### src/include/usb_bridge_cfg.svh
/*
  Constants of the USB serial command bridge: request match values,
  packet layout, interface and status codes, and bit timing counts.
  Assumes a 20 MHz mclk shared with the USB device controller.
*/
`ifndef USB_BRIDGE_CFG_SVH
`define USB_BRIDGE_CFG_SVH

`define CFG_REQ_TYPE 8'h21
`define CFG_REQ_CODE 8'h09
`define CFG_REQ_INDEX 16'h0003
`define CFG_OP_WRITE_BIT 4
`define CFG_IF_GPIO 4'h8
`define CFG_IF_SPI_WIDE 4'h4
`define CFG_IF_I2C_FAST 4'h2
`define CFG_IF_I2C_STANDARD_SELECT 4'h1
`define CFG_IF_SPI_NARROW 4'h0
`define CFG_ST_DONE 8'h20
`define CFG_ST_BUS_FAIL 8'h40
`define CFG_ST_BAD_IF 8'h80
`define CFG_HDR_BYTES 4
`define CFG_MAX_DATA 60
`define CFG_EP0_MAX 64
`define CFG_RESP_MAX 42
`define CFG_FUNC_CLASS 8'hff
`define CFG_CLK_NS 50
`define CFG_I2C_STANDARD_SELECT_QUARTER_NS 2500
`define CFG_I2C_FAST_QUARTER_NS 625
`define CFG_SPI_QUARTER_NS 250
`define CFG_CYC(ns) (((ns) + `CFG_CLK_NS - 1) / `CFG_CLK_NS)

`endif

### src/include/usb_bridge_pkg.sv
/*
  Types of the USB serial command bridge.
  Assumes usb_bridge_cfg.svh for all numeric constants.
*/
package usb_bridge_pkg;
  typedef logic [7:0] byte_t;
  typedef enum logic [2:0] {
    S_IDLE, S_RECV, S_EXEC, S_START, S_BITS, S_STOP, S_FIN, S_RESP
  } state_e;
endpackage : usb_bridge_pkg

### src/hdl/usb_serial_command_bridge.sv
/*
  Command interpreter: takes a command packet from the control endpoint,
  runs it on I2C, SPI or GPIO and returns a status report.
  Assumes the USB controller shares mclk; pins are synchronised here.
*/
`include "usb_bridge_cfg.svh"
module usb_serial_command_bridge (
  input wire logic mclk,
  input wire logic rst,
  // Control endpoint setup stage
  input wire logic setupValid,
  input wire logic [7:0] setupReqType,
  input wire logic [7:0] setupRequest,
  input wire logic [15:0] setupIndex,
  // Control endpoint data stage
  input wire logic ep0Valid,
  input wire logic [7:0] ep0Data,
  input wire logic ep0Last,
  // Interrupt IN report stream
  input wire logic intReady,
  output logic intValid,
  output logic [7:0] intData,
  output logic intLast,
  // Function identity and status
  output logic [7:0] functionClass,
  output logic busy,
  output logic [7:0] lastStatus,
  // I2C open-drain pins
  output logic sclOut,
  output logic sclOe,
  input wire logic sdaIn,
  output logic sdaOut,
  output logic sdaOe,
  // SPI pins
  output logic spiClk,
  output logic spiMosi,
  output logic spiCsN,
  input wire logic spiMiso,
  // GPIO pins
  input wire logic [6:0] gpioIn,
  output logic [6:0] gpioOut,
  output logic [6:0] gpioOe
);
  usb_bridge_pkg::state_e state;
  usb_bridge_pkg::byte_t pkt [`CFG_EP0_MAX];
  logic [6:0] rxCnt, idx, rIdx, lenEff, endIdx, respLen, nIdx;
  logic [7:0] sh, div, quarter, status;
  logic [3:0] bitCnt, code;
  logic [1:0] q, stage;
  logic rdPhase, busFailureFlag, tick, done, op, rx, lastRx, txNack;
  logic isGpio, isWide, isFast, i2cStandardSelect, isNarrow;
  logic i2cSel, spiSel, badIf, reportWriteRequest, drive, inBit;
  logic sdaS1, sdaS, misoS1, misoS;
  logic [6:0] gpioS1, gpioS;

  // Pin synchronisers
  always_ff @(posedge mclk or posedge rst) begin
    if (rst) begin
      sdaS1 <= 1'b1;
      sdaS <= 1'b1;
      misoS1 <= 1'b0;
      misoS <= 1'b0;
      gpioS1 <= 7'h00;
      gpioS <= 7'h00;
    end else begin
      sdaS1 <= sdaIn;
      sdaS <= sdaS1;
      misoS1 <= spiMiso;
      misoS <= misoS1;
      gpioS1 <= gpioIn;
      gpioS <= gpioS1;
    end
  end

  // Command decode
  always_comb begin
    reportWriteRequest = setupValid && setupReqType == `CFG_REQ_TYPE
      && setupRequest == `CFG_REQ_CODE && setupIndex == `CFG_REQ_INDEX;
    op = pkt[0][`CFG_OP_WRITE_BIT];
    code = pkt[0][3:0];
    isGpio = code == `CFG_IF_GPIO;
    isWide = code == `CFG_IF_SPI_WIDE;
    isFast = code == `CFG_IF_I2C_FAST;
    i2cStandardSelect = code == `CFG_IF_I2C_STANDARD_SELECT;
    isNarrow = code == `CFG_IF_SPI_NARROW;
    i2cSel = isFast || i2cStandardSelect;
    spiSel = isWide || isNarrow;
    badIf = pkt[0][7:5] != 3'h0 || !(isGpio || i2cSel || spiSel);
    if (isGpio) begin
      lenEff = 7'd1;
    end else if (pkt[2] > 8'(`CFG_MAX_DATA)) begin
      lenEff = 7'(`CFG_MAX_DATA);
    end else begin
      lenEff = pkt[2][6:0];
    end
    endIdx = lenEff + 7'(`CFG_HDR_BYTES);
    respLen = (endIdx > 7'(`CFG_RESP_MAX)) ? 7'(`CFG_RESP_MAX)
      : endIdx;
    if (isFast) begin
      quarter = 8'(`CFG_CYC(`CFG_I2C_FAST_QUARTER_NS));
    end else if (i2cStandardSelect) begin
      quarter = 8'(`CFG_CYC(`CFG_I2C_STANDARD_SELECT_QUARTER_NS));
    end else begin
      quarter = 8'(`CFG_CYC(`CFG_SPI_QUARTER_NS));
    end
    tick = div == 8'h00;
    done = tick && q == 2'd3;
    rx = rdPhase && stage == 2'd2;
    lastRx = idx + 7'd1 == endIdx;
    txNack = !rx && sdaS;
    inBit = i2cSel ? sdaS : misoS;
    nIdx = (idx == 7'd1) ? (isWide ? 7'd3 : 7'd4) : idx + 7'd1;
    if (bitCnt == 4'd8) begin
      drive = rx && !lastRx;
    end else begin
      drive = !rx && !sh[7];
    end
    if (busFailureFlag) begin
      status = `CFG_ST_BUS_FAIL;
    end else if (badIf) begin
      status = `CFG_ST_BAD_IF;
    end else begin
      status = `CFG_ST_DONE;
    end
  end

  // Quarter-bit timing
  always_ff @(posedge mclk or posedge rst) begin
    if (rst) begin
      div <= 8'h00;
      q <= 2'd0;
    end else if (state == usb_bridge_pkg::S_START
        || state == usb_bridge_pkg::S_BITS
        || state == usb_bridge_pkg::S_STOP) begin
      div <= tick ? quarter - 8'h01 : div - 8'h01;
      if (tick) begin
        q <= q + 2'd1;
      end
    end else begin
      div <= 8'h00;
      q <= 2'd0;
    end
  end

  // Sequencer
  always_ff @(posedge mclk or posedge rst) begin
    if (rst) begin
      state <= usb_bridge_pkg::S_IDLE;
      rxCnt <= 7'd0;
      idx <= 7'd0;
      sh <= 8'h00;
      bitCnt <= 4'd0;
      stage <= 2'd0;
      rdPhase <= 1'b0;
      busFailureFlag <= 1'b0;
    end else begin
      case (state)
        usb_bridge_pkg::S_IDLE: begin
          busFailureFlag <= 1'b0;
          rxCnt <= 7'd0;
          if (reportWriteRequest) begin
            state <= usb_bridge_pkg::S_RECV;
          end
        end
        usb_bridge_pkg::S_RECV: begin
          if (ep0Valid) begin
            if (rxCnt < 7'(`CFG_EP0_MAX)) begin
              rxCnt <= rxCnt + 7'd1;
            end
            if (ep0Last) begin
              state <= usb_bridge_pkg::S_EXEC;
            end
          end
        end
        usb_bridge_pkg::S_EXEC: begin
          stage <= 2'd0;
          rdPhase <= 1'b0;
          bitCnt <= 4'd0;
          if (badIf || isGpio) begin
            state <= usb_bridge_pkg::S_FIN;
          end else if (i2cSel) begin
            idx <= 7'd4;
            state <= usb_bridge_pkg::S_START;
          end else begin
            idx <= 7'd1;
            sh <= pkt[1];
            state <= usb_bridge_pkg::S_BITS;
          end
        end
        usb_bridge_pkg::S_START: begin
          if (done) begin
            sh <= {pkt[1][7:1], rdPhase};
            bitCnt <= 4'd0;
            state <= usb_bridge_pkg::S_BITS;
          end
        end
        usb_bridge_pkg::S_BITS: begin
          if (done && bitCnt < 4'd8) begin
            sh <= {sh[6:0], inBit};
          end
          if (done && spiSel && bitCnt == 4'd7) begin
            bitCnt <= 4'd0;
            idx <= nIdx;
            sh <= op ? pkt[nIdx[5:0]] : 8'h00;
            if (nIdx >= endIdx) begin
              state <= usb_bridge_pkg::S_FIN;
            end
          end else if (done && i2cSel && bitCnt == 4'd8) begin
            bitCnt <= 4'd0;
            if (txNack) begin
              busFailureFlag <= 1'b1;
              state <= usb_bridge_pkg::S_STOP;
            end else if (stage == 2'd0 && rdPhase) begin
              stage <= 2'd2;
              if (lenEff == 7'd0) begin
                state <= usb_bridge_pkg::S_STOP;
              end
            end else if (stage == 2'd0) begin
              stage <= 2'd1;
              sh <= pkt[3];
            end else if (stage == 2'd1 && !op) begin
              rdPhase <= 1'b1;
              stage <= 2'd0;
              state <= usb_bridge_pkg::S_START;
            end else if (stage == 2'd1) begin
              stage <= 2'd2;
              sh <= pkt[4];
              if (lenEff == 7'd0) begin
                state <= usb_bridge_pkg::S_STOP;
              end
            end else begin
              idx <= idx + 7'd1;
              sh <= pkt[nIdx[5:0]];
              if (lastRx) begin
                state <= usb_bridge_pkg::S_STOP;
              end
            end
          end else if (done) begin
            bitCnt <= bitCnt + 4'd1;
          end
        end
        usb_bridge_pkg::S_STOP: begin
          if (done) begin
            state <= usb_bridge_pkg::S_FIN;
          end
        end
        usb_bridge_pkg::S_FIN: begin
          state <= usb_bridge_pkg::S_RESP;
        end
        usb_bridge_pkg::S_RESP: begin
          if (rIdx >= respLen && (!intValid || intReady)) begin
            state <= usb_bridge_pkg::S_IDLE;
          end
        end
        default: begin
          state <= usb_bridge_pkg::S_IDLE;
        end
      endcase
    end
  end

  // Packet buffer
  always_ff @(posedge mclk) begin
    if (state == usb_bridge_pkg::S_RECV && ep0Valid
        && rxCnt < 7'(`CFG_EP0_MAX)) begin
      pkt[rxCnt[5:0]] <= ep0Data;
    end else if (state == usb_bridge_pkg::S_EXEC && isGpio && !op
        && !badIf) begin
      pkt[4] <= {1'b0, gpioS};
    end else if (state == usb_bridge_pkg::S_BITS && done && spiSel
        && bitCnt == 4'd7 && (idx < 7'd4 || !op)) begin
      pkt[idx[5:0]] <= {sh[6:0], misoS};
    end else if (state == usb_bridge_pkg::S_BITS && done && i2cSel
        && bitCnt == 4'd8 && rx) begin
      pkt[idx[5:0]] <= sh;
    end else if (state == usb_bridge_pkg::S_FIN) begin
      pkt[0] <= pkt[0] | status;
    end
  end

  // Serial pins
  always_ff @(posedge mclk or posedge rst) begin
    if (rst) begin
      sclOut <= 1'b0;
      sdaOut <= 1'b0;
      sclOe <= 1'b0;
      sdaOe <= 1'b0;
      spiClk <= 1'b0;
      spiMosi <= 1'b0;
      spiCsN <= 1'b1;
    end else begin
      sclOut <= 1'b0;
      sdaOut <= 1'b0;
      spiClk <= state == usb_bridge_pkg::S_BITS && spiSel && q[1];
      spiMosi <= sh[7];
      spiCsN <= !(state == usb_bridge_pkg::S_BITS && spiSel);
      case (state)
        usb_bridge_pkg::S_START: begin
          sclOe <= q == 2'd0 && rdPhase;
          sdaOe <= q[1];
        end
        usb_bridge_pkg::S_BITS: begin
          sclOe <= i2cSel && !q[1];
          sdaOe <= i2cSel && ((q == 2'd0) ? sdaOe : drive);
        end
        usb_bridge_pkg::S_STOP: begin
          sclOe <= !q[1];
          // Data line goes low once the clock is low and rises while it is high
          sdaOe <= (q == 2'd0) ? sdaOe : q != 2'd3;
        end
        default: begin
          sclOe <= 1'b0;
          sdaOe <= 1'b0;
        end
      endcase
    end
  end

  // GPIO lines
  always_ff @(posedge mclk or posedge rst) begin
    if (rst) begin
      gpioOut <= 7'h00;
      gpioOe <= 7'h00;
    end else if (state == usb_bridge_pkg::S_EXEC && isGpio && op
        && !badIf) begin
      gpioOut <= pkt[4][6:0];
      gpioOe <= 7'h7f;
    end
  end

  // Interrupt report output
  always_ff @(posedge mclk or posedge rst) begin
    if (rst) begin
      intValid <= 1'b0;
      intData <= 8'h00;
      intLast <= 1'b0;
      rIdx <= 7'd0;
    end else if (state != usb_bridge_pkg::S_RESP) begin
      intValid <= 1'b0;
      intLast <= 1'b0;
      rIdx <= 7'd0;
    end else if (!intValid || intReady) begin
      if (rIdx < respLen) begin
        intValid <= 1'b1;
        intData <= pkt[rIdx[5:0]];
        intLast <= rIdx + 7'd1 == respLen;
        rIdx <= rIdx + 7'd1;
      end else begin
        intValid <= 1'b0;
        intLast <= 1'b0;
      end
    end
  end

  // Identity and status
  always_ff @(posedge mclk or posedge rst) begin
    if (rst) begin
      functionClass <= 8'h00;
      busy <= 1'b0;
      lastStatus <= 8'h00;
    end else begin
      functionClass <= `CFG_FUNC_CLASS;
      busy <= state != usb_bridge_pkg::S_IDLE
        && state != usb_bridge_pkg::S_RECV;
      if (state == usb_bridge_pkg::S_FIN) begin
        lastStatus <= pkt[0] | status;
      end
    end
  end
endmodule : usb_serial_command_bridge

### config.mk
export PLATFORM = sky130hd
export DESIGN_NAME = usb_serial_command_bridge
export DESIGN_NICKNAME = d
export VERILOG_FILES = /design/src/include/usb_bridge_pkg.sv /design/src/hdl/usb_serial_command_bridge.sv
export VERILOG_INCLUDE_DIRS = /design/src /design/src/include
export SDC_FILE = /design/constraint.sdc
export NUM_CORES = 1
export LEC_CHECK = 0
export ABC_CLOCK_PERIOD_IN_PS = 12000
export BUFFER_PORTS_ARGS = -buffer_cell sky130_fd_sc_hd__buf_2
export CAP_MARGIN = 5
export CELL_PAD_IN_SITES_DETAIL_PLACEMENT = 1
export CELL_PAD_IN_SITES_GLOBAL_PLACEMENT = 1
export CORE_MARGIN = 8
export CORE_UTILIZATION = 59
export CTS_BUF_LIST = sky130_fd_sc_hd__clkbuf_4 sky130_fd_sc_hd__clkbuf_8
export DETAILED_ROUTE_END_ITERATION = 10
export PLACE_DENSITY = 0.9
export SLEW_MARGIN = 10
export SYNTH_ARGS = -nofsm -noshare
export SYNTH_HDL_FRONTEND = slang
export SYNTH_SLANG_ARGS = --single-unit
export TNS_END_PERCENT = 10
### constraint.sdc
create_clock -name mclk -period 12 [get_ports mclk]
set_clock_uncertainty 0.2 [all_clocks]
set_input_delay 0.6 -clock mclk [delete_from_list [all_inputs] [get_ports mclk]]
set_output_delay 0.6 -clock mclk [all_outputs]
set_load 0.01 [all_outputs]
[After elaboration in Yosys (flattened, before gate mapping)]
Memories as Yosys holds them, arrays and structs flattened. A register that Yosys moved wholly into a read port is not among the register bits.
Index checks and enable logic that the tools add are counted.
Storage, ports and cells
  logic and storage cells: 312
  bits in registers: 93
  memories kept: 1
  output and inout port bits: 48
  memory bits (writable): 512
Memories
  pkt: words 64, bits a word 8, read ports 7, clocked after memory_dff 1, wr ports 1, line usb_serial_command_bridge.sv:45  | usb_bridge_pkg::byte_t pkt [`CFG_EP0_MAX];
Operators by class
  bitwise gates (word level): 3
  add/subtract/negate cells: 8
  equality and inequality tests: 54
  order comparisons: 8
  multiplexer cells: 127
  reduce and logical (&&, ||, !) cells: 82
Operator list (number)
  $mux W8: 20
  $mux W7: 17
  $mux W3: 20
  $mux W1: 42
  $logic_and A1 B1 Y1: 36
  $ne A2 B2 Y1 const B: 18
  $mux W6: 5
  $pmux W7 S2: 2
  $ne A3 B3 Y1 const B: 8
  $pmux W3 S8: 1
  $pmux W8 S3: 1
  $reduce_or A8 Y1: 3
  $add A7 B1 Y7 const B: 3
  $mux W2: 9
  $eq A16 B2 Y1 const B: 1
  $mux W4: 4
  $sub A8 B1 Y8 const B: 2
  $eq A7 B7 Y1: 2
  $ge A7 B7 Y1: 2
  $eq A3 B3 Y1 const B: 4
  $pmux W4 S3: 1
  $logic_or A1 B1 Y1: 10
  $ne A5 B5 Y1 const B: 2
  $reduce_and A10 Y1: 1
  other kinds (44): 68

[Longest topological paths before layout]
Gate-level depths: netlist of the first run.
An unclocked memory read counts as a cell.
  depth after elaboration: 16
  gate-level depth with buffers: 20
  mapped depth without buffers: 18

[Worst setup path before layout of the first run]
OpenSTA, ideal clock, no wires.
  kind: reg2reg
  start: register div[6]
  end: memory pkt[0][1] (netlist name) (data pin)
  setup slack: 6.118 ns
  period minus slack after synthesis: 5.882 ns
  buffers on the path: 3
  library setup time: 0.702 ns
  arrival: 4.981 ns
  cell stages (with the launch flop): 11
  cells stage by stage: dfrtp_1 or4_1 buf_2 or3_1 buf_2 nor4_4 nor2_2 clkbuf_1 nand2_1 o21ai_0 o21ai_0
Between the ends
  longest elaborated chain between the ends: 15
Ends and longest elaborated chain
  start, declared: line usb_serial_command_bridge.sv:47  | logic [7:0] sh, div, quarter, status;
  start signal, assigned: line usb_serial_command_bridge.sv:135  | div <= tick ? quarter - 8'h01 : div - 8'h01;
  $logic_not A8 Y1 *: line usb_serial_command_bridge.sv:106  | tick = div == 8'h00;
  $logic_and A1 B1 Y1 *: line usb_serial_command_bridge.sv:107  | done = tick && q == 2'd3;
  $logic_and A1 B1 Y1 *: line usb_serial_command_bridge.sv:270, usb_serial_command_bridge.sv:273
  $logic_and A1 B1 Y1: line usb_serial_command_bridge.sv:273  | end else if (state == usb_bridge_pkg::S_BITS && done && i2cSel
  $logic_and A1 B1 Y1 (2 in series): line usb_serial_command_bridge.sv:274  | && bitCnt == 4'd8 && rx) begin
  $mux W1: line usb_serial_command_bridge.sv:273
  $mux W1: line usb_serial_command_bridge.sv:270  | end else if (state == usb_bridge_pkg::S_BITS && done && spiSel
  $mux W1: line usb_serial_command_bridge.sv:267  | end else if (state == usb_bridge_pkg::S_EXEC && isGpio && !op
  $mux W1: line usb_serial_command_bridge.sv:264  | if (state == usb_bridge_pkg::S_RECV && ep0Valid
  $mux W1 (implied by the code): line usb_serial_command_bridge.sv:275  | pkt[idx[5:0]] <= sh;
  $or A1 B1 Y1 (no source line)
  $reduce_or A8 Y1 (no source line)
  $mux W8 (no source line)
  $mux W8 (no source line) *
  end, declared: line usb_serial_command_bridge.sv:45
Mark *: on every way between the ends. The rest lies on a longest branch, timed or not.

==> results of run 1 <==
## routing by layer
layer	vias to the layer above	global-route usage [%]	share of wire (%)
met1	12100	45.8	33
met4	6	23.1	7.5
met5	-	0	0.036
met3	576	11.3	13
li1	9142	-	-
met2	2188	59.7	47
## per-stage QoR
stage	area, µm²	setup WS (ns)	total power, mW	utilization (%)	hold slack [ns]
after global placement	32900	6.46	2.41	61.5	0.136
final	35100	6.10	4.28	65.6	0.152
after detailed placement	32900	6.22	2.42	61.5	0.143
after floorplan	31700	6.12	2.39	-	0.131
after global routing	35100	5.65	4.36	65.5	0.158
after CTS	35100	6.18	4.28	65.5	0.158
## critical path: cells and delay by family, from the launching register on
kind,cells,cell delay (ns)
and+or+nand+nor,6,2.51
AOI/OAI and AO/OA,6,1.25
DFF,1,0.63
buffers and inverters,1,0.17
adders and majority gates,2,0.57
muxes,1,0.43
## power groups by stage
| stage | logic [mW] | clock network [mW] | registers (mW) |
|---|---|---|---|
| finish | 0.0660 | 1.90 | 2.31 |
| global route | 0.0695 | 1.98 | 2.31 |
| CTS | 0.0653 | 1.90 | 2.31 |
| detailed placement | 0.0621 | 0 | 2.36 |
| global placement | 0.0571 | 0 | 2.36 |
| floorplan | 0.0253 | 0 | 2.36 |
## cells by family after synthesis
family          Yosys count
xor+xnor                 38
buf+inv                 208
simple gates            674
mux                     329
flops                   613
fa+ha+maj                28
other cells               2
compound gates          367
## cell usage in the layout (no fill, tap or decap), types with 13 or more instances in the layout
cell type / n
a22oi_1: 13
dfrtp_1: 94
xor2_1: 13
nor3_1: 31
a31oi_1: 27
and3_1: 22
nand2b_1: 17
inv_1: 36
a21oi_1: 97
nand2_1: 247
clkbuf_8: 107
o22ai_1: 27
clkbuf_4: 41
edfxtp_1: 512
nand3_1: 69
xnor2_1: 23
mux4_2: 271
nor4_1: 14
mux2i_1: 37
buf_4: 45
o21ai_0: 61
ha_1: 24
clkinv_1: 22
nor2_1: 179
mux2_2: 21
buf_2: 100
## flip-flops by register name, indices dropped and copies added, names as in the netlist, 8 cells and up
| signal | count |
|---|---|
| div | 8 |
| intData | 8 |
| lastStatus | 8 |
| pkt | 512 |
| sh | 8 |
## how the worst max path moves through the flow
stage,start,to,slack [ns],cells past startpoint
after floorplan,div[6]$_DFF_PP0_,pkt[0][1]$_DFFE_PP_,6.12,10
after global placement,pkt[0][0]$_DFFE_PP_,intData[3]$_DFFE_PP0P_,6.46,17
after detailed placement,pkt[0][0]$_DFFE_PP_,intData[3]$_DFFE_PP0P_,6.22,16
after CTS,pkt[0][1]$_DFFE_PP_,intData[3]$_DFFE_PP0P_,6.18,17
after global routing,pkt[0][1]$_DFFE_PP_,intData[3]$_DFFE_PP0P_,5.65,16
final,pkt[0][1]$_DFFE_PP_,intData[3]$_DFFE_PP0P_,6.10,16
## layout make-up
type,instances,area share (%)
Multi-Input combinational cell,1440,37.4
Tap cell,696,2.48
Clock buffer,148,5.08
Clock inverter,39,0.796
Inverter,37,0.403
Antenna cell,5,0.0357
Sequential cell,613,51.1
Timing Repair Buffer,156,2.70
## what timing repair did
action / CTS / global route
endpoints found under the hold margin: 47 / 0
endpoints found under the setup margin: 0 / 0
hold buffers: 11 / 0
buffers inserted: 0 / 0
==> flow_summary.toml, run 1 <==
[place]
gp_congestion = 1.03
dp_hpwl_um = 74400
placement.io_buffers = 100
placed_cells = 2931

[detailed_routing]
routed_wl_um = 115000
ant_nets = 0
wl_per_cell_um = 36.8
drt_first_iter_violations = 3441
via_count = 24000
drt_pre_antenna_iters = 6
drc = 0
viasPerCell = 7.65

[worst_setup_path]
reg2reg_slack_ns = 6.10
rr_startpoint = "pkt[0][1]$_DFFE_PP_"
timing.critical_path.from_type = "flip-flop"
endpoint_kind = "flip-flop"
worstPathMaxFanout = 15
r2r_end = "intData[3]$_DFFE_PP0P_"
critPathSlowestCell = "nor2_1"
worstPathCellList = "or4b_2 > o21ai_1 > inv_1 > ha_1 > nor3_1 > a311oi_1 > o21ai_0 > a21oi_1 > ha_1 > nor2b_1 > o21ai_0 > a21oi_1 > nor2_1 > nand2_1 > nor2_1 > mux2_2"
crit_type = "flip-flop to flip-flop"
cp.arrival_ns = 6.31
cp_data_required_time_ns = 12.41
reg2regPathDepth = 16
max_stage_delay_ns = 0.91

[die]
ios = 103
die_h_um = 248
row_count = 85
die_w_um = 248
start_util_pct = 59.3
coreArea_um2 = 53500
dieArea_um2 = 61400

[pwr]
switchingPower_mw = 0.952
irDropWorstVdd_uv = 123
p_comb_share_pct = 1.5
seq_power_share_pct = 54.0
swShare_pct = 22.2
intPower_mw = 3.33
p_leak_nw = 12.0
clock_power_share_pct = 44.4
power_density_nw_per_um2 = 122

[layout]
final_layout_size_suffix_gt1_share_pct = 27.1
seq_area_um2 = 17900
fillers = 4944
nNetsFinal = 2427
multi_input_area_um2 = 13100
syn_to_final_growth_pct = 10.6
fin_cells = 3134

[synthesis]
synth_area_leaders = "edfxtp_1 (48%), mux4_2 (19%), dfrtp_1 (7.7%)"
yosys_warnings = 0
ys_seq_area_share_pct = 56.5
avgSynthCellArea_um2 = 14.0
syn_area_um2 = 31700
synth_top_family_by_area = "multiplexers"
netlist_instances = 2259
synthAdderAreaFrac_pct = 1.08
synth_compound_area_share_pct = 7.57
netlist.area_leader.share_pct = 48.5
synth-edff-count = 512
synthXorXnorAreaFrac_pct = 1.05
synth_mux_area_share_pct = 21.2
synth_cell_types = 91
synth_most_common_cell = "edfxtp_1"
synthArstFlopShare_pct = 16.5
yosys.area.top_type = "edfxtp_1"
ys_top_cells_by_count = "edfxtp_1 (512), mux4_2 (271), nand2_1 (248), nor2_1 (180), a21oi_1 (100)"
synth-main-ff-cell = "edfxtp_1"
ys_ff_latch = 613
synth-simple-area-share_pct = 9.92

[timing]
fmax_ghz = 0.170
hold_violations = 0
timing.final.crit_share_pct = 49.1
rsz0062_at_grt = "no"
maxSlewHeadroom_pct = 5.34
post-route-min-period_ns = 5.90
fin_tns_setup_ns = 0
setup_violations = 0
drv_slew = 0
worstMarginPinSlew_ns = 1.41

[job]
maxCapViolations = 0

[min_path]
holdPathEnd = "gpioS[3]$_DFF_PP0_"
hp-class = "flip-flop to flip-flop"
hold_depth = 0
hp-start = "gpioS1[3]$_DFF_PP0_"

[global_routing]
grt_overflow = 0
grt_pass1_vias = 24500
grt_max_degree = 65
grt_pass1_wl_um = 168000
antenna_found_initial = 13
grt_usage_pct = 37.8

[clock_network]
insertion_delay_ns = 0.77
cts_buffers = 99
cts_sinks = 613
cts-root-buf = "clkbuf_8"
post_cts_resized = 0
clockBufferDepth = 3
tritoncts = "built"
path_clk_slew_ns = 0.07
htreeDepth = 3

[run_status]
status = "finished clean"
(Power assumes the default switching activity.)
==> inputs of run 2 (changes only) <==
--- a/config.mk
+++ b/config.mk
@@ -6,16 +6,16 @@
 export SDC_FILE = /design/constraint.sdc
 export NUM_CORES = 1
 export LEC_CHECK = 0
-export ABC_CLOCK_PERIOD_IN_PS = 12000
+export ABC_CLOCK_PERIOD_IN_PS = 6000
 export BUFFER_PORTS_ARGS = -buffer_cell sky130_fd_sc_hd__buf_2
 export CAP_MARGIN = 5
 export CELL_PAD_IN_SITES_DETAIL_PLACEMENT = 1
 export CELL_PAD_IN_SITES_GLOBAL_PLACEMENT = 1
 export CORE_MARGIN = 8
-export CORE_UTILIZATION = 59
+export CORE_UTILIZATION = 55
 export CTS_BUF_LIST = sky130_fd_sc_hd__clkbuf_4 sky130_fd_sc_hd__clkbuf_8
 export DETAILED_ROUTE_END_ITERATION = 10
-export PLACE_DENSITY = 0.9
+export PLACE_DENSITY = 0.85
 export SLEW_MARGIN = 10
 export SYNTH_ARGS = -nofsm -noshare
 export SYNTH_HDL_FRONTEND = slang
==> constraint.sdc (replaced) <==
create_clock -name mclk -period 6 [get_ports mclk]
set_clock_uncertainty 0.2 [all_clocks]
set_input_delay 0.3 -clock mclk [delete_from_list [all_inputs] [get_ports mclk]]
set_output_delay 0.3 -clock mclk [all_outputs]
set_load 0.01 [all_outputs]
==> run 2 against run 1 <==
Net effect:
- via count decreased by 0.85%
- core utilization decreased by 3.5 points
- critical path depth up 1
- power rose by 100%
- global-route usage fell by 3.6 points
- register-to-register slack got worse by 5.5 ns
- sequential cell count stayed put
- worst hold slack worse by 0.13 ns
- fmax grew 9.8%
- sequential power increased by 100%
- critical path type unchanged
- critical endpoint is now intData[1]$_DFFE_PP0P_
- largest cell class unchanged
==> flow_summary.toml, run 2 (same netlist as run 1, synthesis figures left out) <==
[clock_network]
cts-root-buf = "clkbuf_8"
htreeDepth = 3
path_clk_slew_ns = 0.07
tritoncts = "built"
clockBufferDepth = 3
insertion_delay_ns = 0.76
cts_buffers = 101
cts_sinks = 613

[global_routing]
antenna_found_initial = 7
grt_pass1_vias = 24500
grt_overflow = 0
grt_usage_pct = 34.2
grt_max_degree = 72
grt_pass1_wl_um = 167000

[die]
dieArea_um2 = 65600
die_h_um = 256
ios = 103
start_util_pct = 55.3
row_count = 88
coreArea_um2 = 57400
die_w_um = 256

[worst_setup_path]
timing.critical_path.from_type = "flip-flop"
worstPathCellList = "or4b_2 > o21ai_1 > inv_1 > ha_1 > nor3_1 > a311oi_1 > o21ai_0 > a21oi_1 > ha_1 > nor2b_1 > o21ai_0 > a21oi_1 > nor2_1 > nand2_1 > nor2_1 > buf_4 > mux2_2"
cp_data_required_time_ns = 6.42
max_stage_delay_ns = 0.72
critPathSlowestCell = "or4b_2"
crit_type = "flip-flop to flip-flop"
worstPathMaxFanout = 12
cp.arrival_ns = 5.79
path_buf_inv = 2
reg2regPathDepth = 17
endpoint_kind = "flip-flop"
path_delay_family = "simple AND/OR/NAND/NOR gates"
cp.depth = 17

[layout]
layout_commonest_cell = "edfxtp_1"
final_area_um2 = 35600
largest_register = "pkt"
syn_to_final_growth_pct = 12.3
final_layout_size_suffix_gt1_share_pct = 28.5
post-route-util_pct = 62.1
fin_cells = 3254
largest_register_ffs = 512
final_cell_mix = "edfxtp_1 (512), mux4_2 (271), nand2_1 (247), nor2_1 (179), clkbuf_8 (106)"
nNetsFinal = 2479

[timing]
post-route-min-period_ns = 5.37
fin_hold_ws_ns = 0.0204
maxSlewHeadroom_pct = 21.5
timing.final.crit_share_pct = 89.4
rsz0062_at_grt = "no"
setup_violations = 0
drv_slew = 0
fmax_ghz = 0.186
hold_violations = 0
fin_tns_setup_ns = 0
worstMarginPinSlew_ns = 1.17
layout_setup_ws_ns = 0.633

[pwr]
clock_power_share_pct = 44.6
swShare_pct = 22.2
irDropWorstVdd_uv = 263
power_density_nw_per_um2 = 241
p_comb_share_pct = 1.6
seq_power_share_pct = 53.9
intPower_mw = 6.69
p_total_mw = 8.59
p_leak_nw = 12.2
switchingPower_mw = 1.91

[detailed_routing]
drt_first_iter_violations = 3232
drt_pre_antenna_iters = 6
routed_wl_um = 114000
ant_nets = 0
drc = 0
viasPerCell = 7.30
via_count = 23800
wl_per_cell_um = 34.9

[place]
gp_congestion = 0.953
dp_hpwl_um = 76000
placement.io_buffers = 100
placed_cells = 3046
pre_cts_ws_ns = 0.651
dpl_cell_area_um2 = 33400

[job]
maxCapViolations = 0

[run_status]
status = "finished clean"

[min_path]
hold_depth = 2
hp-class = "input port to flip-flop"
-- run 2: layout make-up --
type / count / area, µm²
diodes: 3 / 7.51
clock buffers: 146 / 1760
inverters: 37 / 141
well taps: 765 / 957
repair buffers: 206 / 1400
flip-flops and latches: 613 / 17900
fillers: 5360 / 21800
multi-input cells: 1440 / 13100
clock inverters: 44 / 317
-- run 2: metal layers --
metal / global-route usage (%) / share of wire (%) / up-vias
li1: - / - / 9238
met1: 41.5 / 34 / 12100
met2: 54.2 / 47 / 1914
met3: 9.11 / 11 / 509
met4: 21.8 / 7.8 / 8
met5: 0 / 0.071 / -
-- run 2: repair_timing --
action | in CTS | in global routing
endpoints found under the setup margin | 0 | 0
resized for setup | 0 | 0
buffers inserted | 0 | 0
hold buffers | 14 | 1
hold endpoints to repair | 43 | 1
-- run 2: final timing paths --
kind	to	slack, ns	startpoint
min reg2reg	gpioS[0]$_DFF_PP0_	0.15	gpioS1[0]$_DFF_PP0_
max reg2reg	intData[1]$_DFFE_PP0P_	0.63	pkt[0][3]$_DFFE_PP_
max in group asynchronous	idx[0]$_DFFE_PP0P_	3.59	rst
min	sdaS1$_DFF_PP1_	0.02	sdaIn
max	intData[1]$_DFFE_PP0P_	0.63	pkt[0][3]$_DFFE_PP_
min in group asynchronous	div[1]$_DFF_PP0_	0.53	rst
-- run 2: power by group through the flow --
stage               clock, mW  combinational [mW]  sequential (mW)
floorplan                   0              0.0507             4.72
global placement            0               0.115             4.71
detailed placement          0               0.124             4.71
finish                   3.83               0.133             4.63
global route             4.01               0.141             4.62
CTS                      3.85               0.131             4.63
